`src/core/agu_regs.vh`:
```
`ifndef AGU_REGS_VH
`define AGU_REGS_VH

`define AGU_AW 16
`define AGU_DW 24
`define AGU_NREG 8

// register file select on the global data bus
`define SEL_PTR 2'h0
`define SEL_OFS 2'h1
`define SEL_MOD 2'h2

// reset values
`define MOD_RESET 16'hFFFF
`define PTR_RESET 16'h0000
`define OFS_RESET 16'h0000

// modifier decode
`define MOD_LINEAR 16'hFFFF
`define MOD_REVCARRY 16'h0000
`define MOD_MODULO_BIT 15

// update operations
`define OP_NONE 3'h0
`define OP_POST_INC 3'h1
`define OP_POST_DEC 3'h2
`define OP_POST_ADDN 3'h3
`define OP_POST_SUBN 3'h4
`define OP_INDEX_N 3'h5
`define OP_PRE_DEC 3'h6

`endif

```
`src/core/address_gen_unit.v`:
```
`include "agu_regs.vh"

module address_gen_unit #(
  parameter AW = `AGU_AW,
  parameter DW = `AGU_DW
) (
  // clock and reset
  input wire mclk,
  input wire reset,
  // global data bus access
  input wire gdb_wr_en,
  input wire gdb_rd_en,
  input wire [1:0] gdb_sel,
  input wire [2:0] gdb_idx,
  input wire [DW-1:0] global_data_bus_in,
  output reg [DW-1:0] global_data_bus_q,
  // low half update request
  input wire lo_upd_en,
  input wire [1:0] lo_upd_reg,
  input wire [2:0] lo_upd_op,
  // high half update request
  input wire hi_upd_en,
  input wire [1:0] hi_upd_reg,
  input wire [2:0] hi_upd_op,
  // address bus routing, src 0 = low half, 1 = high half
  input wire x_bus_en,
  input wire x_bus_src,
  input wire y_bus_en,
  input wire y_bus_src,
  input wire p_bus_en,
  input wire p_bus_src,
  // address buses
  output reg [AW-1:0] x_data_addr_bus_q,
  output reg [AW-1:0] y_data_addr_bus_q,
  output reg [AW-1:0] program_addr_bus_q
);

  ////////////////////////////////////////////////////////////////////////////

  reg [AW-1:0] pointer_reg_q [0:`AGU_NREG-1];
  reg [AW-1:0] step_offset_reg_q [0:`AGU_NREG-1];
  reg [AW-1:0] arith_modifier_reg_q [0:`AGU_NREG-1];

  integer i;

  // arithmetic kinds the modifier decode can pick
  localparam [1:0] KIND_LIN = 2'h0;
  localparam [1:0] KIND_RC = 2'h1;
  localparam [1:0] KIND_MOD = 2'h2;

  ////////////////////////////////////////////////////////////////////////////
  // helpers

  function [15:0] rev16;
    input [15:0] v;
    integer b;
    begin
      for (b = 0; b < 16; b = b + 1) begin
        rev16[b] = v[15-b];
      end
    end
  endfunction

  // smallest all-ones mask covering the modifier value
  function [15:0] fill_mask;
    input [15:0] v;
    reg [15:0] t;
    begin
      t = v;
      t = t | (t >> 1);
      t = t | (t >> 2);
      t = t | (t >> 4);
      t = t | (t >> 8);
      fill_mask = t;
    end
  endfunction

  function is_down;
    input [2:0] op;
    begin
      is_down = (op == `OP_POST_DEC) || (op == `OP_POST_SUBN) ||
        (op == `OP_PRE_DEC);
    end
  endfunction

  function uses_n;
    input [2:0] op;
    begin
      uses_n = (op == `OP_POST_ADDN) || (op == `OP_POST_SUBN) ||
        (op == `OP_INDEX_N);
    end
  endfunction

  // codes 8000..FFFE have no arithmetic of their own; they fall back to
  // linear so a stray modifier value never freezes a pointer
  function [1:0] arith_kind;
    input [15:0] m;
    begin
      if (m == `MOD_REVCARRY) begin
        arith_kind = KIND_RC;
      end else if (!m[`MOD_MODULO_BIT]) begin
        arith_kind = KIND_MOD;
      end else begin
        arith_kind = KIND_LIN;
      end
    end
  endfunction

  // one address ALU: offset, modulo and reverse-carry adders
  function [15:0] agu_calc;
    input [15:0] r;
    input [15:0] n;
    input [15:0] m;
    input [2:0] op;
    reg [15:0] mag;
    reg [15:0] step;
    reg [15:0] lin;
    reg [15:0] rc;
    reg [15:0] mask;
    reg [15:0] base;
    reg [16:0] top;
    reg [16:0] s17;
    reg [16:0] d17;
    reg [15:0] modres;
    begin
      mag = uses_n(op) ? n : 16'h0001;
      step = is_down(op) ? (~mag + 16'h0001) : mag;
      lin = r + step;
      rc = rev16(rev16(r) + rev16(step));
      mask = fill_mask(m);
      base = r & ~mask;
      top = {1'b0, base} + {1'b0, m};
      s17 = {1'b0, r} + {1'b0, mag};
      d17 = {1'b0, r} - {1'b0, mag};
      // wrap only when the offset sum leaves the buffer window
      if (is_down(op)) begin
        if (d17[16] || (d17[15:0] < base)) begin
          modres = d17[15:0] + m + 16'h0001;
        end else begin
          modres = lin;
        end
      end else begin
        if (s17 > top) begin
          modres = s17[15:0] - m - 16'h0001;
        end else begin
          modres = lin;
        end
      end
      // selection logic decoding the modifier
      case (arith_kind(m))
        KIND_RC: begin
          agu_calc = rc;
        end
        KIND_MOD: begin
          agu_calc = modres;
        end
        default: begin
          // linear, and the unassigned upper modifier codes
          agu_calc = lin;
        end
      endcase
    end
  endfunction

  function writes_back;
    input en;
    input [2:0] op;
    begin
      writes_back = en && (op != `OP_NONE) && (op != `OP_INDEX_N) &&
        (op <= `OP_PRE_DEC);
    end
  endfunction

  function ea_is_result;
    input [2:0] op;
    begin
      ea_is_result = (op == `OP_INDEX_N) || (op == `OP_PRE_DEC);
    end
  endfunction

  ////////////////////////////////////////////////////////////////////////////
  // per-half address ALUs

  wire [2:0] lo_idx;
  wire [2:0] hi_idx;
  reg [AW-1:0] lo_res;
  reg [AW-1:0] hi_res;
  reg [AW-1:0] lo_ea;
  reg [AW-1:0] hi_ea;
  wire lo_wb;
  wire hi_wb;

  // low half owns triplets 0..3, high half 4..7
  assign lo_idx = {1'b0, lo_upd_reg};
  assign hi_idx = {1'b1, hi_upd_reg};

  always @* begin
    lo_res = agu_calc(pointer_reg_q[lo_idx], step_offset_reg_q[lo_idx],
      arith_modifier_reg_q[lo_idx], lo_upd_op);
    hi_res = agu_calc(pointer_reg_q[hi_idx], step_offset_reg_q[hi_idx],
      arith_modifier_reg_q[hi_idx], hi_upd_op);
    // post modes address with the old pointer
    lo_ea = ea_is_result(lo_upd_op) ? lo_res
      : pointer_reg_q[lo_idx];
    hi_ea = ea_is_result(hi_upd_op) ? hi_res
      : pointer_reg_q[hi_idx];
  end

  assign lo_wb = writes_back(lo_upd_en, lo_upd_op);
  assign hi_wb = writes_back(hi_upd_en, hi_upd_op);

  ////////////////////////////////////////////////////////////////////////////
  // register files

  always @(posedge mclk) begin
    if (reset) begin
      for (i = 0; i < `AGU_NREG; i = i + 1) begin
        pointer_reg_q[i] <= `PTR_RESET;
        step_offset_reg_q[i] <= `OFS_RESET;
        arith_modifier_reg_q[i] <= `MOD_RESET;
      end
    end else begin
      if (lo_wb) begin
        pointer_reg_q[lo_idx] <= lo_res;
      end
      if (hi_wb) begin
        pointer_reg_q[hi_idx] <= hi_res;
      end
      // a bus write lands after the updates, so it wins a collision
      if (gdb_wr_en) begin
        case (gdb_sel)
          `SEL_PTR: begin
            pointer_reg_q[gdb_idx] <= global_data_bus_in[15:0];
          end
          `SEL_OFS: begin
            step_offset_reg_q[gdb_idx] <=
              global_data_bus_in[15:0];
          end
          `SEL_MOD: begin
            arith_modifier_reg_q[gdb_idx] <=
              global_data_bus_in[15:0];
          end
          default: begin
          end
        endcase
      end
    end
  end

  ////////////////////////////////////////////////////////////////////////////
  // global data bus read

  always @(posedge mclk) begin
    if (reset) begin
      global_data_bus_q <= 24'h000000;
    end else if (gdb_rd_en) begin
      case (gdb_sel)
        `SEL_PTR: begin
          global_data_bus_q <=
            {8'h00, pointer_reg_q[gdb_idx]};
        end
        `SEL_OFS: begin
          global_data_bus_q <=
            {8'h00, step_offset_reg_q[gdb_idx]};
        end
        `SEL_MOD: begin
          global_data_bus_q <=
            {8'h00, arith_modifier_reg_q[gdb_idx]};
        end
        default: begin
          global_data_bus_q <= 24'h000000;
        end
      endcase
    end
  end

  ////////////////////////////////////////////////////////////////////////////
  // address output multiplexers; buses hold their last address when idle

  always @(posedge mclk) begin
    if (reset) begin
      x_data_addr_bus_q <= 16'h0000;
      y_data_addr_bus_q <= 16'h0000;
      program_addr_bus_q <= 16'h0000;
    end else begin
      if (x_bus_en) begin
        x_data_addr_bus_q <= x_bus_src ? hi_ea : lo_ea;
      end
      if (y_bus_en) begin
        y_data_addr_bus_q <= y_bus_src ? hi_ea : lo_ea;
      end
      if (p_bus_en) begin
        // full 16-bit space on every bus, no extra paging
        program_addr_bus_q <= p_bus_src ? hi_ea : lo_ea;
      end
    end
  end

  // both halves can feed two buses in the same cycle
  // keeping x and y on different halves is up to the instruction decode;
  // nothing here stops two buses from taking the same address

endmodule // address_gen_unit

```
`config.mk`:
```
export PLATFORM = sky130hd
export DESIGN_NAME = address_gen_unit
export DESIGN_NICKNAME = d
export VERILOG_FILES = /design/src/core/address_gen_unit.v
export VERILOG_INCLUDE_DIRS = /design/src /design/src/core
export SDC_FILE = /design/constraint.sdc
export NUM_CORES = 2
export LEC_CHECK = 0
export BUFFER_PORTS_ARGS = -buffer_cell sky130_fd_sc_hd__buf_2
export CORE_MARGIN = 5
export CORE_UTILIZATION = 35
export DETAILED_ROUTE_END_ITERATION = 8
export SYNTH_ARGS = -nofsm -noshare
export SYNTH_HDL_FRONTEND = slang
export SYNTH_SLANG_ARGS = --single-unit
```
`constraint.sdc`:
```
create_clock -name mclk -period 11.4 [get_ports mclk]
set_input_delay 0 -clock mclk [delete_from_list [all_inputs] [get_ports mclk]]
set_output_delay 0 -clock mclk [all_outputs]
set_load 0.02 [all_outputs]
```
# Yosys cells after proc, flatten, opt, wreduce, memory -nomap -nowiden

Memory sizes are Yosys's and may differ from the RTL's.
Cells that the tools add are included.

Equality and inequality tests: 18
Add/subtract/negate cells: 20
Bitwise gates (word level): 14
Multiplexer cells: 57
Reduce and logical (&&, ||, !) cells: 28
Magnitude comparators: 6

Operator list:

| operator                                            | number |
|---|---|
| two-way mux 16 bit                                  | 20 |
| adder 16 bit                                        | 6 |
| OR reduction 16 bit                                 | 5 |
| adder 16 x 16 -> 17 bit                             | 4 |
| adder 16 x 1 -> 16 bit (second input constant)      | 4 |
| NOT 16 bit                                          | 4 |
| one-hot mux 16 bit (2 select lines)                 | 2 |
| one-hot mux 16 bit (3 select lines)                 | 1 |
| greater-than comparator 17 bit                      | 2 |
| subtractor 16 x 16 -> 17 bit                        | 2 |
| bitwise AND 16 bit                                  | 2 |
| zero test 16 bit                                    | 2 |
| less-than comparator 16 bit                         | 2 |
| OR 16 x 12 -> 16 bit                                | 2 |
| OR 16 x 14 -> 16 bit                                | 2 |
| OR 16 x 15 -> 16 bit                                | 2 |
| OR 16 x 8 -> 16 bit                                 | 2 |
| subtractor 16 x 1 -> 16 bit (second input constant) | 2 |
| subtractor 16 bit                                   | 2 |
| two-way mux 1 bit                                   | 25 |
| == test 3 bit (second input constant)               | 6 |
| two-way mux 3 bit                                   | 5 |
| == test 3 x 2 -> 1 bit (second input constant)      | 4 |
| logical OR 1 bit                                    | 12 |
| 8 further kinds                                     | 23 |

Logic and storage cells: 150
Register bits: 72
RAM bits: 384
Memories kept: 3
Input port bits: 51
Output and inout bits: 72

Memories:

| memory               | words | width | rd ports | clocked after Yosys merged registers in | write ports | line                  | text |
|---|---|---|---|---|---|---|---|
| arith_modifier_reg_q | 8     | 16    | 3        | 0                                       | 8           | address_gen_unit.v:42 | `` reg [AW-1:0] arith_modifier_reg_q [0:`AGU_NREG-1]; `` |
| pointer_reg_q        | 8     | 16    | 3        | 0                                       | 8           | address_gen_unit.v:40 | `` reg [AW-1:0] pointer_reg_q [0:`AGU_NREG-1]; `` |
| step_offset_reg_q    | 8     | 16    | 3        | 0                                       | 8           | address_gen_unit.v:41 | `` reg [AW-1:0] step_offset_reg_q [0:`AGU_NREG-1]; `` |

# Longest topological paths before layout

An unclocked memory read counts as a cell.

Word-level depth: 14
Depth in mapped cells: 33
Gate-level depth less buffers: 30

# Least setup slack after synthesis

Ideal clock, no wire load.

Path type: input -> register
From: input lo_upd_reg[0]
To: register x_data_addr_bus_q[0]
Setup slack: 4.175 ns
Library setup time: 0.125 ns
Required time: 11.275 ns
Arrival time: 7.100 ns
Stages on the path: 32
Buffers on the path: 7
Cells stage by stage: buf_4 > buf_4 > buf_2 > clkbuf_1 > buf_2 > buf_1 > mux4_2 > inv_1 > fa_1 > o21bai_1 > a21oi_1 > o21bai_1 > a21oi_1 > o21bai_1 > a21oi_1 > o21bai_1 > a2111oi_0 > o41a_1 > xnor2_1 > ha_1 > a21o_1 > a21o_1 > a21oi_1 > o211ai_1 > o21ai_1 > clkbuf_1 > o21ai_0 > o2111ai_1 > o211ai_1 > mux2_2 > a21oi_1 > o2bb2ai_1

Word-level cells in the longest chain between the ends: 14
Elaborated cells on any way between the ends: 36
Classes of those cells: 10 x add/sub; 2 x order compare; 2 x eq/ne; 10 x mux; 7 x bitwise; 2 x reduce/logical; 3 x memory

Ends and longest elaborated chain:

| what                                                                             | line                   | text |
|---|---|---|
| start, declared                                                                  | address_gen_unit.v:19  | `input wire [1:0] lo_upd_reg,` |
| parallel branches: the longest is 12 deep, another holds adder 16 x 16 -> 17 bit | -                      |  |
| two-way mux 16 bit (*)                                                           | address_gen_unit.v:203 | `lo_ea = ea_is_result(lo_upd_op) ? lo_res` |
| two-way mux 16 bit (*)                                                           | address_gen_unit.v:287 | `x_data_addr_bus_q <= x_bus_src ? hi_ea : lo_ea;` |
| end signal, assigned                                                             | address_gen_unit.v:287 |  |
| end, declared                                                                    | address_gen_unit.v:33  | `output reg [AW-1:0] x_data_addr_bus_q,` |

Every way passes the cells marked *.
A chain may end at the register's enable or synchronous reset.

==> results.md <==
* Run status: finished clean
* Crit start category: register
* Main area contributors after synthesis: edfxtp_1 (32%), ha_1 (8.5%), mux4_2 (5.8%)
* Clk root buf: clkbuf_16
* Slew HR at 26.4%
* Initial antenna violation count at 11
* I/O pin cnt at 123
* Critical Path AT at 8960 ps
* Clock transition at the registers of the reported paths at 70 ps
* WL per Instance at 26.3 um
* Fin crit period at 8480 ps
* CP Max Fanout at 18
* Core Region at 103,000 sq um
* YS warnings at 0
* 1st-pass router iterations at 5
* Worst reg2reg startpoint: arith_modifier_reg_q[6][15]
* I/O Buffers at 106
* Final worst setup slack at 2920 ps
* Required @ worst endpoint at 11,880 ps
* Pwr Density at 162 nW/um^2
* Clock power share at 23.6%
* Layout fillers at 10,274
* Pin count of the biggest net entering global routing at 59
* EDFF count, synth at 384
* Via count at 31,892
* Final nets at 4,094
* R2R cell count at 27
* Sw Share at 41.4%
* TNS Setup at 0 ps
* DR iter-0 viols at 4,145
* LEAKAGE at 0.0152 uW
* First-pass GRT wire length at 198 mm
* Area occupied by multi-input gates at 21,700 sq um
* Placer Congestion at 0.964
* CP Launch Point: arith_modifier_reg_q[6][15]
* Critical Path Sink Type: register
* Die X at 332 um
* Yosys reg bits at 448
* Async S/R FF share, synth at 0%
* Worst skew pair latency at 620 ps
* Post-Syn Area per Cell at 9.47 sq um
* Proportion of layout cells with a drive suffix above 1 at 13.6%
* Post-synth top area cell: edfxtp_1
* Reg2reg end: y_data_addr_bus_q[0]
* FF+latch area at 12,800 sq um
* Synth top area share at 31.9%
* Switching power at 2640 uW
* Seq/Total Area, Yosys at 35.4%
* Area of the die at 110,000 sq um
* Final-report max-slew violation count at 0
* Prevailing post-synth register cell: edfxtp_1
* CTS tree: done
* Antenna Violating Nets Remaining at 0
* Clock skew at 26.8 ps
* Cell Rows at 118
* Post-Syn Instances at 3,821
* Drt drc at 0
* Top post-synthesis cells by count: edfxtp_1 (384), nand2_1 (259), nor2_1 (259)
* Hold slack at 63.5 ps
* Top-count cell post-synth: edfxtp_1
* Post-CTS setup buffers at 0
* Starting Density at 35.1%
* Final Hold Fails at 0
* HP Class: primary input to register
* Gr ovfl total at 0
* RSZ-0062 raised after global routing: false
* Global Route Usage Sum at 23.6%
* Pre-CTS setup slack at 2730 ps
* Clk sinks at 448
* Worst IR Drop VDD at 0.110 mV
* Die Span Y at 332 um
* H-tree Lvls at 2
* Final setup violation count at 0
* Synth cell types at 89
* Int Pwr at 3740 uW
* Post-Synthesis Cell Area at 36,200 sq um
* R2R Setup Slk at 2920 ps
* TritonCTS Buffers at 46
* P&R area growth vs syn at 8.95%
* Max Clk Rate at 118 MHz
* Max-cap violations at 0
* Clock tree buffer depth at 3
* Post-Route WL at 137 mm
* Sequential share of power at 30.5%
* Via density at 6.13
* Vias in the first global route at 29,509
* Worst setup path end: y_data_addr_bus_q[0]
* HPWL reported at the end of detailed placement at 101 mm
* Combinational share of power at 45.9%
* Setup CP Type: register to register
* Tightest Pin Transition at 1090 ps
* Post-route clock period utilization at 74.4%
[worst max-delay path, cell delays in order, from the launching register on]
cell and delay (ps):
edfxtp_1 480, mux4_2 770, nor4_4 350, and3_1 400
and2_1 250, nand3_1 160, inv_1 100, ha_1 270
a21o_1 170, a21oi_1 200, nor3b_1 460, a311oi_1 200
o21a_1 220, o21a_1 160, o21ai_0 240, nand2b_1 110
xnor2_1 140, ha_1 310, a21o_1 180, a21o_1 170
a21oi_1 260, o2111a_1 470, nor2_1 310, a32oi_1 270
nor2_1 60, a211oi_1 860, a21oi_1 490, o2bb2ai_1 250
[cell type report]
type | count | area share, %
timing repair buffer | 168 | 2.61
clock buffer | 57 | 3.07
inverter | 179 | 1.70
sequential | 448 | 32.5
antenna | 6 | 0.0381
tap | 1380 | 4.38
multi-input combinational | 2940 | 55.1
clock inverter | 26 | 0.587
[worst min path at each step]
stage / cells past startpoint / endpoint / from
6_report: 3 / pointer_reg_q[6][9] / global_data_bus_in[9]
5_1_grt: 3 / pointer_reg_q[4][9] / global_data_bus_in[9]
4_1_cts: 3 / pointer_reg_q[1][12] / global_data_bus_in[12]
3_5_place_dp: 1 / y_data_addr_bus_q[13] / y_data_addr_bus_q[13]
3_3_place_gp: 1 / program_addr_bus_q[13] / program_addr_bus_q[13]
2_1_floorplan: 1 / arith_modifier_reg_q[0][15] / global_data_bus_in[15]
[stage by stage]
stage	area [sq um]	instances	power (uW)	utilization [%]
2_1_floorplan	36200	3828	3950	-
3_3_place_gp	37900	5104	4790	36.7
3_5_place_dp	37900	5104	4810	36.7
4_1_cts	39400	5198	6320	38.2
5_1_grt	39400	5199	6690	38.3
6_report	39400	5204	6380	38.3
[repair_timing]
action,in CTS,in global routing
endpoints found under the setup margin,0,0
endpoints found under the hold margin,67,0
hold buffers,11,0
gates resized for setup,0,0
[registers in the layout, indices dropped and copies added (netlist names)]
signal	cells
step_offset_reg_q	128
pointer_reg_q	128
y_data_addr_bus_q	16
x_data_addr_bus_q	16
global_data_bus_q	16
arith_modifier_reg_q	128
program_addr_bus_q	16
[layout by cell type (no fill, tap or decap), types with 74 or more instances in the layout]
master / instances
nand2_1: 259
ha_1: 246
buf_2: 103
xnor2_1: 140
a22oi_1: 163
edfxtp_1: 384
o21ai_0: 220
inv_1: 179
a21o_1: 74
and2_1: 158
mux4_2: 94
nor2_1: 258
or2_2: 147
a21oi_1: 194
a22o_1: 76
[cell families (layout without fill, tap and decap cells)]
logic type               count (synthesis)  after routing  share of synthesized area (%)
AND/OR/NAND/NOR                       1181           1181                           16.7
buffers and inverters                  440            430                           4.74
adder cells (fa/ha/maj)                260            260                           9.28
other                                    1             14                         0.0104
multiplexers                           131            131                           6.91
XOR/XNOR                               190            190                           4.68
flip-flops                             448            448                           35.4
AO/OA/AOI/OAI                         1170           1170                           22.3
[power groups by stage]
stage | clock [uW] | combinational [uW] | sequential, uW
final | 1500 | 2930 | 1950
after global routing | 1580 | 3150 | 1960
after CTS | 1520 | 2850 | 1950
after detailed placement | 0 | 2830 | 1980
after global placement | 0 | 2810 | 1980
after floorplan | 0 | 1970 | 1980
[routing by layer]
metal	track usage [%]	part of all wire [%]	up-vias
met5	0	0.024	-
met4	7.89	4.0	6
met3	4.47	10	247
met2	35.9	43	1723
met1	33.9	42	15647
li1	-	-	14269
(Power assumes the default switching activity.)
